===== config.mk =====
export PLATFORM = sky130hd
export DESIGN_NAME = flash_status_protect_hold
export DESIGN_NICKNAME = d
export VERILOG_FILES = /design/src/hw/flash_status_pkg.sv /design/src/hw/pin_sync.sv /design/src/hw/protect_decode.sv /design/src/hw/flash_status_protect_hold.sv
export SDC_FILE = /design/constraint.sdc
export NUM_CORES = 1
export LEC_CHECK = 0
export BUFFER_PORTS_ARGS = -buffer_cell sky130_fd_sc_hd__buf_4
export CORE_MARGIN = 8
export CORE_UTILIZATION = 50
export DETAILED_ROUTE_END_ITERATION = 16
export PLACE_DENSITY = 0.71
export SLEW_MARGIN = 20
export SYNTH_ARGS = -nofsm -noshare
export SYNTH_HDL_FRONTEND = slang
export SYNTH_HIERARCHICAL = 1
export SYNTH_SLANG_ARGS = --single-unit

===== constraint.sdc =====
create_clock -name mclk -period 4.99 [get_ports mclk]
set_clock_uncertainty 0.1 [all_clocks]
set_input_delay 0.2495 -clock mclk [delete_from_list [all_inputs] [get_ports mclk]]
set_output_delay 0.2495 -clock mclk [all_outputs]
set_load 0.02 [all_outputs]

===== src/hw/flash_status_pkg.sv =====
package flash_status_pkg;

  // Clock and reset pulse timing.
  localparam int unsigned CLOCK_PERIOD_NS = 50;
  localparam int unsigned RESET_PULSE_MIN_NS = 100;
  localparam int unsigned RESET_PULSE_CYCLES = (RESET_PULSE_MIN_NS + CLOCK_PERIOD_NS - 1) / CLOCK_PERIOD_NS;
  localparam int unsigned PROGRAM_RESET_MIN_NS = 5000;

  // Instruction codes.
  localparam logic [7:0] OP_READ_STATUS = 8'h05;
  localparam logic [7:0] OP_WRITE_ENABLE = 8'h06;
  localparam logic [7:0] OP_WRITE_DISABLE = 8'h04;
  localparam logic [7:0] OP_STATUS_WRITE_ENABLE = 8'h50;
  localparam logic [7:0] OP_STATUS_WRITE = 8'h01;
  localparam logic [7:0] OP_PAUSE_ENABLE = 8'haa;
  localparam logic [7:0] OP_BYTE_PROGRAM = 8'h02;
  localparam logic [7:0] OP_AUTO_INCREMENT = 8'had;
  localparam logic [7:0] OP_SECTOR_ERASE = 8'h20;
  localparam logic [7:0] OP_BLOCK32_ERASE = 8'h52;
  localparam logic [7:0] OP_BLOCK64_ERASE = 8'hd8;
  localparam logic [7:0] OP_CHIP_ERASE_A = 8'h60;
  localparam logic [7:0] OP_CHIP_ERASE_B = 8'hc7;

  // Frame lengths in serial bits, opcode included.
  localparam logic [5:0] BITS_OPCODE_ONLY = 6'h08;
  localparam logic [5:0] BITS_STATUS_WRITE = 6'h10;
  localparam logic [5:0] BITS_AAI_NEXT = 6'h18;
  localparam logic [5:0] BITS_ERASE = 6'h20;
  localparam logic [5:0] BITS_BYTE_PROGRAM = 6'h28;
  localparam logic [5:0] BITS_AAI_FIRST = 6'h30;

  // Status register field positions and power-up value.
  localparam int unsigned BIT_BUSY = 0;
  localparam int unsigned BIT_WRITE_LATCH = 1;
  localparam int unsigned BIT_LEVEL_LO = 2;
  localparam int unsigned BIT_LEVEL_HI = 5;
  localparam int unsigned BIT_AUTO_INCREMENT = 6;
  localparam int unsigned BIT_LOCK = 7;
  localparam logic [3:0] LEVEL_RESET = 4'h7;
  localparam logic [7:0] STATUS_RESET = 8'h1c;

  // Start of the protected range for each lower protection code.
  localparam logic [19:0] BASE_LEVEL_1 = 20'hf0000;
  localparam logic [19:0] BASE_LEVEL_2 = 20'he0000;
  localparam logic [19:0] BASE_LEVEL_3 = 20'hc0000;
  localparam logic [19:0] BASE_LEVEL_4 = 20'h80000;
  localparam logic [19:0] BASE_LEVEL_5 = 20'h00000;
  localparam logic [19:0] AAI_STEP = 20'h00002;

  typedef enum logic [2:0] {
    KIND_BYTE_PROGRAM = 3'h0,
    KIND_AAI_WORD = 3'h1,
    KIND_SECTOR_ERASE = 3'h2,
    KIND_BLOCK32_ERASE = 3'h3,
    KIND_BLOCK64_ERASE = 3'h4,
    KIND_CHIP_ERASE = 3'h5
  } op_kind_type;

  typedef struct packed {
    op_kind_type kind;
    logic [23:0] addr;
    logic [15:0] data;
  } op_request_type;

  typedef enum logic [2:0] {
    LINK_STANDBY = 3'b001,
    LINK_SHIFTING = 3'b010,
    LINK_HELD = 3'b100
  } link_state_type;

endpackage : flash_status_pkg


===== src/hw/pin_sync.sv =====
`timescale 1ns/1ns
module pin_sync #(
  parameter int unsigned WIDTH = 5,
  parameter logic [WIDTH-1:0] RESET_VALUE = '0
) (
  // Clock and reset.
  input wire logic mclk,
  input wire logic reset,
  // Asynchronous pins and their synchronised copies.
  input wire logic [WIDTH-1:0] pin_async,
  output logic [WIDTH-1:0] pin_sync_out
);

  logic [WIDTH-1:0] first_stage;

  if (WIDTH < 1) begin : g_width_check
    $error("pin_sync needs at least one bit");
  end

  // The first stage feeds only the second stage.
  always_ff @(posedge mclk) begin
    if (reset) begin
      first_stage <= RESET_VALUE;
      pin_sync_out <= RESET_VALUE;
    end else begin
      first_stage <= pin_async;
      pin_sync_out <= first_stage;
    end
  end

endmodule : pin_sync


===== src/hw/protect_decode.sv =====
`timescale 1ns/1ns
module protect_decode #(
  parameter int unsigned ADDR_BITS = 20
) (
  // Lower three protection level bits and the address to check.
  input wire logic [2:0] level,
  input wire logic [ADDR_BITS-1:0] addr,
  // High when the address lies in the protected range.
  output logic protected_hit
);

  if (ADDR_BITS != 20) begin : g_addr_check
    $error("protect_decode range bases assume a 20-bit array address");
  end

  always_comb begin
    unique case (level)
      3'h0: protected_hit = 1'b0;
      3'h1: protected_hit = addr >= flash_status_pkg::BASE_LEVEL_1;
      3'h2: protected_hit = addr >= flash_status_pkg::BASE_LEVEL_2;
      3'h3: protected_hit = addr >= flash_status_pkg::BASE_LEVEL_3;
      3'h4: protected_hit = addr >= flash_status_pkg::BASE_LEVEL_4;
      3'h5: protected_hit = addr >= flash_status_pkg::BASE_LEVEL_5;
      // Undefined codes lock the whole array so no write slips through.
      default: protected_hit = 1'b1;
    endcase
  end

endmodule : protect_decode


===== src/hw/flash_status_protect_hold.sv =====
// Summary of operation
// Host holds reset low over 5 us when resetting during program or erase.
// Once hold function is chosen, the shared pin stays hold until power-up reset.
// Host keeps chip select low to enter hold; no hold while deselected.
// Hold begins when hold is low with serial clock low, else waits for clock low.
// Hold ends when hold is high with serial clock low, else waits for clock low.
// While held, keep bit position, float serial output, ignore clock and input.
// Chip select high during hold abandons the sequence and returns to standby.
// Host raises hold with chip select low to resume; hold lasts while pin low.
// Status write refused when protect pin low and lock bit set.
// Protect pin low with lock set freezes lock and level bits.
// Status layout: busy 0, latch 1, levels 2-5, auto-increment 6, lock 7.
// Busy reads 1 during internal program or erase, else 0.
// Host only reads status while busy.
// Program and erase commands refused while write latch is 0.
// Write latch clears on resets, disable, program, erase, status write, increment end.
// Auto-increment flag reads 1 in increment mode, 0 in single-byte mode.
// Power-up status has levels 0-2 set and every other bit clear.
// Chip erase runs only with all four level bits zero.
// Program or erase into the protected range is refused.
// Lower level codes select none, top 1/16, 1/8, 1/4, 1/2 or whole array.
// Undefined lower codes protect the whole array.
// Opcode aa switches the shared pin to hold function.
// Host enables writes before a status write, program or erase.
// A pin reset returns the status register to power-up values.
`timescale 1ns/1ns
module flash_status_protect_hold #(
  parameter int unsigned RESET_PULSE_CYCLES = flash_status_pkg::RESET_PULSE_CYCLES
) (
  // Clock and power-up reset.
  input wire logic mclk,
  input wire logic reset,
  // Serial pins.
  input wire logic sck,
  input wire logic ce_n,
  input wire logic si,
  output logic so,
  output logic so_oe,
  // Protection and shared reset or hold pin.
  input wire logic wp_n,
  input wire logic rst_hold_n,
  // Array datapath handshake.
  output flash_status_pkg::op_request_type op_request,
  output logic op_valid,
  input wire logic op_done,
  output logic array_abort,
  // Observation.
  output logic [7:0] status_and_protection,
  output logic hold_active,
  output logic hold_mode
);

  if (RESET_PULSE_CYCLES < 1 || RESET_PULSE_CYCLES > 255) begin : g_pulse_check
    $error("RESET_PULSE_CYCLES must lie in 1..255");
  end

  localparam logic [7:0] PULSE_LIMIT = 8'(RESET_PULSE_CYCLES);
  logic [4:0] pins_sync;
  logic sck_s;
  logic ce_n_s;
  logic si_s;
  logic wp_n_s;
  logic rst_hold_n_s;
  logic sck_d;
  logic sck_rise;
  logic sck_fall;
  flash_status_pkg::link_state_type state;
  logic [7:0] pulse_count;
  logic pin_reset;
  logic local_reset;
  logic [5:0] bit_count;
  logic [47:0] frame;
  logic [7:0] opcode;
  logic reading;
  logic [7:0] out_shift;
  logic [2:0] out_bits;
  logic busy;
  logic write_latch;
  logic [3:0] protect_level;
  logic auto_increment_program;
  logic protect_lock;
  logic status_write_armed;
  logic clear_on_done;
  logic [23:0] aai_addr;
  logic exec;
  logic [23:0] target_addr;
  logic [20:0] after_sum;
  logic target_protected;
  logic after_protected;
  logic accept;
  logic next_last;
  flash_status_pkg::op_request_type next_request;

  pin_sync #(
    .WIDTH(5),
    .RESET_VALUE(5'h1e)
  ) u_pin_sync (
    .mclk(mclk),
    .reset(reset),
    .pin_async({rst_hold_n, wp_n, si, ce_n, sck}),
    .pin_sync_out(pins_sync)
  );
  assign sck_s = pins_sync[0];
  assign ce_n_s = pins_sync[1];
  assign si_s = pins_sync[2];
  assign wp_n_s = pins_sync[3];
  assign rst_hold_n_s = pins_sync[4];
  // Hold function persists until the power-up reset only.
  always_ff @(posedge mclk) begin
    if (reset) begin
      hold_mode <= 1'b0;
    end else if (exec && !busy && opcode == flash_status_pkg::OP_PAUSE_ENABLE
                 && bit_count == flash_status_pkg::BITS_OPCODE_ONLY) begin
      hold_mode <= 1'b1;
    end
  end

  // Reset function of the shared pin: a low level must last the minimum pulse width.
  always_ff @(posedge mclk) begin
    if (reset || hold_mode || rst_hold_n_s) begin
      pulse_count <= 8'h00;
    end else if (pulse_count != PULSE_LIMIT) begin
      pulse_count <= pulse_count + 8'h01;
    end
  end

  assign pin_reset = pulse_count == PULSE_LIMIT;
  assign local_reset = reset || pin_reset;
  assign array_abort = pin_reset;
  always_ff @(posedge mclk) begin
    if (reset) begin
      sck_d <= 1'b0;
    end else begin
      sck_d <= sck_s;
    end
  end

  // Clock edges only count while shifting, so a held sequence keeps its position.
  assign sck_rise = state == flash_status_pkg::LINK_SHIFTING && sck_s && !sck_d;
  assign sck_fall = state == flash_status_pkg::LINK_SHIFTING && !sck_s && sck_d;
  always_ff @(posedge mclk) begin
    if (local_reset) begin
      state <= flash_status_pkg::LINK_STANDBY;
    end else begin
      unique case (state)
        flash_status_pkg::LINK_STANDBY: begin
          if (!ce_n_s) begin
            state <= flash_status_pkg::LINK_SHIFTING;
          end
        end
        flash_status_pkg::LINK_SHIFTING: begin
          if (ce_n_s) begin
            state <= flash_status_pkg::LINK_STANDBY;
          end else if (hold_mode && !rst_hold_n_s && !sck_s) begin
            state <= flash_status_pkg::LINK_HELD;
          end
        end
        flash_status_pkg::LINK_HELD: begin
          if (ce_n_s) begin
            state <= flash_status_pkg::LINK_STANDBY;
          end else if (rst_hold_n_s && !sck_s) begin
            state <= flash_status_pkg::LINK_SHIFTING;
          end
        end
      endcase
    end
  end

  assign hold_active = state == flash_status_pkg::LINK_HELD;
  // A frame executes only when chip select rises from the shifting state, never from hold.
  assign exec = state == flash_status_pkg::LINK_SHIFTING && ce_n_s;
  always_ff @(posedge mclk) begin
    if (local_reset || state == flash_status_pkg::LINK_STANDBY) begin
      bit_count <= 6'h00;
      frame <= 48'h0;
      opcode <= 8'h00;
      reading <= 1'b0;
    end else if (sck_rise) begin
      frame <= {frame[46:0], si_s};
      if (bit_count != 6'h3f) begin
        bit_count <= bit_count + 6'h01;
      end
      if (bit_count == 6'h07) begin
        opcode <= {frame[6:0], si_s};
        reading <= {frame[6:0], si_s} == flash_status_pkg::OP_READ_STATUS;
      end
    end
  end

  // Status is snapshotted at each byte boundary and shifted out on falling edges.
  always_ff @(posedge mclk) begin
    if (local_reset || !reading) begin
      out_shift <= 8'h00;
      out_bits <= 3'h0;
      so <= 1'b0;
    end else if (sck_fall) begin
      out_bits <= out_bits + 3'h1;
      if (out_bits == 3'h0) begin
        so <= status_and_protection[7];
        out_shift <= {status_and_protection[6:0], 1'b0};
      end else begin
        so <= out_shift[7];
        out_shift <= {out_shift[6:0], 1'b0};
      end
    end
  end

  assign so_oe = reading && state == flash_status_pkg::LINK_SHIFTING && !ce_n_s;
  always_comb begin
    unique case (opcode)
      flash_status_pkg::OP_BYTE_PROGRAM: target_addr = frame[31:8];
      flash_status_pkg::OP_AUTO_INCREMENT: begin
        if (auto_increment_program) begin
          target_addr = {aai_addr[23:20], aai_addr[19:0] + flash_status_pkg::AAI_STEP};
        end else begin
          target_addr = {frame[39:17], 1'b0};
        end
      end
      default: target_addr = frame[23:0];
    endcase
  end
  assign after_sum = {1'b0, target_addr[19:0]} + {1'b0, flash_status_pkg::AAI_STEP};
  protect_decode #(
    .ADDR_BITS(20)
  ) u_target_decode (
    .level(protect_level[2:0]),
    .addr(target_addr[19:0]),
    .protected_hit(target_protected)
  );

  protect_decode #(
    .ADDR_BITS(20)
  ) u_after_decode (
    .level(protect_level[2:0]),
    .addr(after_sum[19:0]),
    .protected_hit(after_protected)
  );

  always_comb begin
    accept = 1'b0;
    next_last = 1'b1;
    next_request = '{kind: flash_status_pkg::KIND_BYTE_PROGRAM, addr: target_addr, data: frame[15:0]};
    if (exec && !busy && write_latch && !target_protected) begin // see R14
      unique case (opcode)
        flash_status_pkg::OP_BYTE_PROGRAM: begin
          accept = bit_count == flash_status_pkg::BITS_BYTE_PROGRAM && !auto_increment_program;
          next_request.data = {8'h00, frame[7:0]};
        end
        flash_status_pkg::OP_SECTOR_ERASE: begin
          accept = bit_count == flash_status_pkg::BITS_ERASE && !auto_increment_program;
          next_request.kind = flash_status_pkg::KIND_SECTOR_ERASE;
        end
        flash_status_pkg::OP_BLOCK32_ERASE: begin
          accept = bit_count == flash_status_pkg::BITS_ERASE && !auto_increment_program;
          next_request.kind = flash_status_pkg::KIND_BLOCK32_ERASE;
        end
        flash_status_pkg::OP_BLOCK64_ERASE: begin
          accept = bit_count == flash_status_pkg::BITS_ERASE && !auto_increment_program;
          next_request.kind = flash_status_pkg::KIND_BLOCK64_ERASE;
        end
        flash_status_pkg::OP_AUTO_INCREMENT: begin
          accept = auto_increment_program ? bit_count == flash_status_pkg::BITS_AAI_NEXT
                                          : bit_count == flash_status_pkg::BITS_AAI_FIRST;
          next_request.kind = flash_status_pkg::KIND_AAI_WORD;
          next_last = after_sum[20] || after_protected;
        end
        default: accept = 1'b0;
      endcase
    end
    if (exec && !busy && write_latch && !auto_increment_program && bit_count == flash_status_pkg::BITS_OPCODE_ONLY
        && (opcode == flash_status_pkg::OP_CHIP_ERASE_A || opcode == flash_status_pkg::OP_CHIP_ERASE_B)
        && protect_level == 4'h0) begin
      accept = 1'b1;
      next_request.kind = flash_status_pkg::KIND_CHIP_ERASE;
      next_request.addr = 24'h000000;
    end
  end

  always_ff @(posedge mclk) begin
    if (local_reset) begin
      op_valid <= 1'b0;
      op_request <= '{kind: flash_status_pkg::KIND_BYTE_PROGRAM, addr: 24'h000000, data: 16'h0000};
    end else begin
      op_valid <= accept;
      if (accept) begin
        op_request <= next_request;
      end
    end
  end

  always_ff @(posedge mclk) begin
    if (local_reset) begin
      busy <= 1'b0; // see R17
      write_latch <= 1'b0;
      protect_level <= flash_status_pkg::LEVEL_RESET;
      auto_increment_program <= 1'b0;
      protect_lock <= 1'b0;
      status_write_armed <= 1'b0;
      clear_on_done <= 1'b0;
      aai_addr <= 24'h000000;
    end else begin
      if (busy && op_done) begin
        busy <= 1'b0;
        if (clear_on_done) begin
          write_latch <= 1'b0;
          auto_increment_program <= 1'b0;
        end
      end
      if (accept) begin
        busy <= 1'b1;
        clear_on_done <= opcode != flash_status_pkg::OP_AUTO_INCREMENT || next_last;
        if (opcode == flash_status_pkg::OP_AUTO_INCREMENT) begin
          auto_increment_program <= 1'b1;
          aai_addr <= target_addr;
        end
      end else if (exec && !busy) begin
        unique case (opcode)
          flash_status_pkg::OP_WRITE_ENABLE: begin
            if (bit_count == flash_status_pkg::BITS_OPCODE_ONLY) begin
              write_latch <= 1'b1;
            end
          end
          flash_status_pkg::OP_WRITE_DISABLE: begin
            if (bit_count == flash_status_pkg::BITS_OPCODE_ONLY) begin
              write_latch <= 1'b0;
              auto_increment_program <= 1'b0;
            end
          end
          flash_status_pkg::OP_STATUS_WRITE_ENABLE: begin
            if (bit_count == flash_status_pkg::BITS_OPCODE_ONLY) begin
              status_write_armed <= 1'b1;
            end
          end
          flash_status_pkg::OP_STATUS_WRITE: begin
            if (bit_count == flash_status_pkg::BITS_STATUS_WRITE) begin
              if ((write_latch || status_write_armed) && !(!wp_n_s && protect_lock)) begin // see R9
                protect_level <= frame[flash_status_pkg::BIT_LEVEL_HI:flash_status_pkg::BIT_LEVEL_LO];
                protect_lock <= frame[flash_status_pkg::BIT_LOCK];
              end
              write_latch <= 1'b0;
              status_write_armed <= 1'b0;
            end
          end
          flash_status_pkg::OP_AUTO_INCREMENT: begin
            // A word that would land in protected space ends the mode at once.
            if (auto_increment_program && bit_count == flash_status_pkg::BITS_AAI_NEXT) begin
              auto_increment_program <= 1'b0;
              write_latch <= 1'b0;
            end
          end
          default: begin
          end
        endcase
      end
    end
  end
  always_comb begin
    status_and_protection = 8'h00;
    status_and_protection[flash_status_pkg::BIT_BUSY] = busy; // see R11
    status_and_protection[flash_status_pkg::BIT_WRITE_LATCH] = write_latch;
    status_and_protection[flash_status_pkg::BIT_LEVEL_HI:flash_status_pkg::BIT_LEVEL_LO] = protect_level;
    status_and_protection[flash_status_pkg::BIT_AUTO_INCREMENT] = auto_increment_program; // see R11
    status_and_protection[flash_status_pkg::BIT_LOCK] = protect_lock;
  end

endmodule : flash_status_protect_hold


# Word-level counts from Yosys, hierarchy flattened
# Index checks and enable logic that the tools add are counted.
[totals]
regBits = 168
in_bits = 8
elab_cells = 179
[op_classes]
add_sub_neg = 5
magnitude_cmp = 10
n_eq_ne = 37
mux = 45
bitwise = 1
reduce_logical = 56
[op_table]
columns = ["op", "n"]
rows = [
  ["$ge 20x20->1 const B", 8],
  ["$pmux 24 s2", 1],
  ["$ge 20x1->1 const B", 2],
  ["$eq 8x8->1 const B", 4],
  ["$mux 16", 2],
  ["$mux 27", 1],
  ["$logic_and 1x1->1", 25],
  ["$mux 1", 25],
  ["$eq 8x3->1 const B", 3],
  ["$eq 8x7->1 const B", 3],
  ["$mux 24", 1],
  ["$add 20x2->21 const B", 1],
  ["$add 20x2->20 const B", 1],
  ["$eq 6x6->1 const B", 3],
  ["$mux 3", 6],
  ["$eq 8x2->1 const B", 2],
  ["$eq 6x5->1 const B", 2],
  ["$pmux 1 s6", 2],
  ["$pmux 3 s4", 1],
  ["$logic_not 1->1", 10],
  ["$reduce_and 5->1", 2],
  ["$eq 3x2->1 const B", 3],
  ["$eq 3x3->1 const B", 3],
  ["$logic_or 1x1->1", 9],
  ["other kinds (25)", 34],
]

# Depth between registers and ports, before layout
[depth]
ltp_word = 11
mapped_depth = 22
mapped_depth_nobuf = 16

# Hierarchy
# Netlist, hierarchy kept.
[by_module_without_submodules]
columns = ["mod", "instances", "cells_each", "area_per_inst_um2"]
rows = [
  ["flash_status_protect_hold", 1, 970, 7727.4],
  ["pin_sync", 1, 20, 262.8],
  ["protect_decode", 2, 5, 30.0],
]

# Worst setup path after synthesis
# OpenSTA, ideal clock, no wires.
[synth_path]
kind = "flip-flop to flip-flop"
from = "reg opcode[3]"
to = "reg op_request[13] (netlist bit)"
t_arrival_ns = 3.979
slack_ns = 0.841
stages_incl_launch_ff = 23
path_buffers = 8
cell_sequence = "dfxtp_1 -> buf_6 -> nor4_4 -> and2_1 -> buf_6 -> nor2_4 -> buf_6 -> clkbuf_1 -> a222oi_1 -> o21ai_1 -> o31ai_1 -> a22oi_1 -> nor2b_1 -> nand4b_1 -> or4_1 -> clkbuf_1 -> o31a_1 -> buf_2 -> nand2_1 -> buf_4 -> buf_4 -> nand3_1 -> a21oi_1"
[synth_via]
elab_chain_cells = 8
word_cells_on_any_way = 25
[synth_rtl]
columns = ["item", "line_no", "rtl"]
rows = [
  ["start: declaration", "flash_status_protect_hold.sv:73", "logic [7:0] opcode;"],
  ["start signal: assignment", "flash_status_protect_hold.sv:184", "opcode <= {frame[6:0], si_s};"],
  ["$eq 8x8->1 or $eq 8x2->1 (tied branches)", "flash_status_protect_hold.sv:210", "unique case (opcode)"],
  ["$pmux 24 s2 *", "flash_status_protect_hold.sv:210", ""],
  ["via target_addr[19]", "flash_status_protect_hold.sv:86", "logic [23:0] target_addr;"],
  ["$ge 20x1->1 (tied with other cells)", "protect_decode.sv:23", "3'h5: protected_hit = addr >= flash_status_pkg::BASE_LEVEL_5;"],
  ["$pmux 1 s6 *", "protect_decode.sv:17", "unique case (level)"],
  ["via target_protected", "flash_status_protect_hold.sv:88", "logic target_protected;"],
  ["$logic_not 1->1 *", "flash_status_protect_hold.sv:243", "if (exec && !busy && write_latch && !target_protected) begin"],
  ["$logic_and 1x1->1 *", "flash_status_protect_hold.sv:243", ""],
  ["$mux 1", "flash_status_protect_hold.sv:243", ""],
  ["$mux 1", "flash_status_protect_hold.sv:270", "if (exec && !busy && write_latch && !auto_increment_program && bit_count == flash_status_pkg::BITS_OPCODE_ONLY"],
  ["end signal: assignment", "flash_status_protect_hold.sv:282", "op_request <= '{kind: flash_status_pkg::KIND_BYTE_PROGRAM, addr: 24'h000000, data: 16'h0000};"],
  ["end signal: assignment", "flash_status_protect_hold.sv:286", "op_request <= next_request;"],
  ["end: declaration", "flash_status_protect_hold.sv:43", "output flash_status_pkg::op_request_type op_request,"],
]
# The timed path passes the listed nets; every way through them passes the cells marked *.
# A chain may end at the register's enable or synchronous reset.

# Final worst setup path
[layout_path]
from = "reg opcode[7]"
to = "reg op_request[5] (netlist bit)"
# The elaborated chain is that of the path after synthesis.

==> impl_metrics.py <==
metrics = {
    "outcome": {
        "status": "complete, no violations",
    },
    "timing": {
        "period_share_pct": 93.0,
        "slew_viol_final": 0,
        "fin_hold_ws_ns": 0.0281,
        "finalHoldViolations": 0,
        "fin_tns_setup_ns": 0,
        "relSlewSlack_pct": 28.4,
        "min_period_ns": 4.64,
        "rsz0062_at_grt": "false",
        "tightest_slew_ns": 1.07,
        "max_freq_ghz": 0.216,
        "finalSetupViolCount": 0,
    },
    "floorplanning": {
        "start_util_pct": 50.3,
        "rows": 46,
        "die_area_um2": 20000,
        "core_area_um2": 15700,
        "die_x_um": 141,
        "ios": 65,
        "dieHeight_um": 141,
    },
    "place": {
        "routabilityCongestion": 0.961,
        "hpwl_um": 15200,
        "port_buffers": 64,
    },
    "yosys": {
        "synthesis.area_um2": 7870,
        "syn_area_per_cell_um2": 8.08,
        "synthCells": 975,
        "yosysWarnings": 6,
        "synth_nets": 991,
    },
    "setup_path": {
        "crit_required_ns": 5.17,
        "reg2reg_from": "opcode[7]",
        "worstSetupPathType": "reg2reg",
        "crit_chain": "and4bb_2 > and2_1 > nor2_4 > a222oi_1 > o21ai_1 > a31oi_1 > a22oi_1 > nor2b_1 > nand4b_1 > or4_1 > buf_4 > o31ai_4 > nor2_1 > buf_4 > nand2_1 > a21oi_1",
        "rr_endpoint": "op_request[5]",
        "path_max_fanout": 30,
        "cp_common_cell": "buf_4",
        "crit_path_end_kind": "flop",
        "worstPathArrival_ns": 4.82,
        "critPathMaxStageDelay_ns": 0.61,
        "start_kind": "flop",
        "ff2ff_setup_slack_ns": 0.35,
        "reg2regPathDepth": 16,
        "critPathSlowestCell": "or4_1",
    },
    "grt": {
        "first_global_vias": 6438,
        "grt_max_degree": 77,
        "grt_util_all_layers_pct": 22.0,
        "antenna_found_initial": 0,
        "grt_pass1_wl_um": 35100,
        "grt_remaining_overflow": 0,
    },
    "drt": {
        "post_drt_wl_per_cell_um": 17.9,
        "avgViaCountPerCell": 5.85,
        "num_vias": 7244,
        "drtIter0Drc": 876,
        "drc_errors": 0,
        "drtAntennaViolNets": 0,
        "firstDrtPassIters": 7,
        "drt-total-wl_um": 22200,
    },
    "finish": {
        "final_nets": 1026,
        "fillers": 1456,
        "antenna_cells": 0,
        "layout-drive-gt1-share_pct": 13.4,
        "area_delta_synth_final_pct": 15.6,
    },
    "clock_tree": {
        "cts.sinks": 167,
        "cts_max_level": 4,
        "clockBufferDepth": 2,
        "cts_setup_buffers": 0,
        "clk_pin_slew_ns": 0.07,
        "root_buffer": "clkbuf_16",
        "cts_buffers": 17,
        "cts_tree": "built",
        "clk-insertion-delay-late_ns": 0.43,
    },
    "min_path": {
        "hold-path-endpoint": "busy",
        "hold_class": "in2reg",
        "hold_path_depth": 3,
        "hold_start": "op_done",
    },
    "power_and_ir_drop": {
        "p_leak_uw": 0.00303,
        "peakVddDrop_mv": 0.241,
        "p_per_area_nw_per_um2": 299,
    },
    "run": {
        "cap_violations": 0,
    },
}
cell usage in the layout (no fill, tap or decap), drive strengths merged, types with 9 or more instances in the layout:
cell and count:
nor3 11, xor2 16, nand2 203, nor3b 9, nand4 10, nor2 65, dfxtp 167, and3 9
a211oi 15, xnor2 15, nor4 13, mux2i 25, clkbuf 17, a21oi 116, o21ai 17, a221o 13
nand3 62, inv 22, nor2b 10, buf 78
layer usage:
metal	routed length, µm	global-route usage (%)
met3	1880	5.31
met1	10600	31.5
met5	0	0
met2	9300	31.2
met4	401	8.25
registers in the layout, summed over array words and instances, names as in the netlist, 3 cells and up:
| signal | count |
|---|---|
| u_pin_sync/pin_sync_out | 5 |
| out_shift | 7 |
| op_request | 43 |
| state | 3 |
| protect_level | 4 |
| opcode | 8 |
| pulse_count | 8 |
| frame | 40 |
| u_pin_sync/first_stage | 5 |
| bit_count | 6 |
| out_bits | 3 |
| aai_addr | 24 |
power breakdown:
group	internal [µW]	total [µW]	switching, µW
Clock	739	1300	563
Combinational	22.2	69.3	47.1
Sequential	1340	1350	9.85
final cells by class:
type	instances	area (µm²)	share of cell area, %
multi-input cells	722	4200	46.1
flip-flops and latches	167	3340	36.7
repair buffers	85	656	7.20
clock buffers	17	425	4.67
well taps	216	270	2.97
clock inverters	14	148	1.62
inverters	17	63.8	0.701
per-stage QoR:
step / worst slack (ns) / cells / area, µm² / power (µW) / utilization [%]
final: 0.351 / 1238 / 9100 / 2720 / 58.2
after global routing: 0.0723 / 1238 / 9100 / 2800 / 58.2
after CTS: 0.448 / 1238 / 9080 / 2730 / 58.0
after detailed placement: 0.470 / 1200 / 8440 / 1440 / 53.9
after global placement: 0.597 / 1200 / 8440 / 1440 / 53.9
after floorplan: 0.841 / 975 / 7870 / 1420 / -
worst max-delay path, delay by kind of cell (launching register included):
family                 cells  cell delay [ns]
DFF                        1             0.52
AOI/OAI and AO/OA          6             1.31
buffers and inverters      2             0.48
and+or+nand+nor            8             2.06
what timing repair did:
| item | in CTS | in global routing |
|---|---|---|
| endpoints found under the setup margin | 0 | 7 |
| hold endpoints to repair | 8 | 0 |
| gates resized for setup | 0 | 1 |
| hold buffers | 7 | 0 |
how the worst max path moves through the flow:
stage / to / startpoint / depth (start not counted) / slack [ns]
2_1_floorplan: op_request[13] / opcode[3] / 22 / 0.84
3_3_place_gp: op_request[8] / opcode[7] / 17 / 0.60
3_5_place_dp: op_request[9] / opcode[1] / 16 / 0.47
4_1_cts: op_request[9] / opcode[1] / 16 / 0.45
5_1_grt: op_request[2] / opcode[7] / 17 / 0.07
6_report: op_request[5] / opcode[7] / 16 / 0.35
Note: power is estimated with default switching activity, not from simulation.
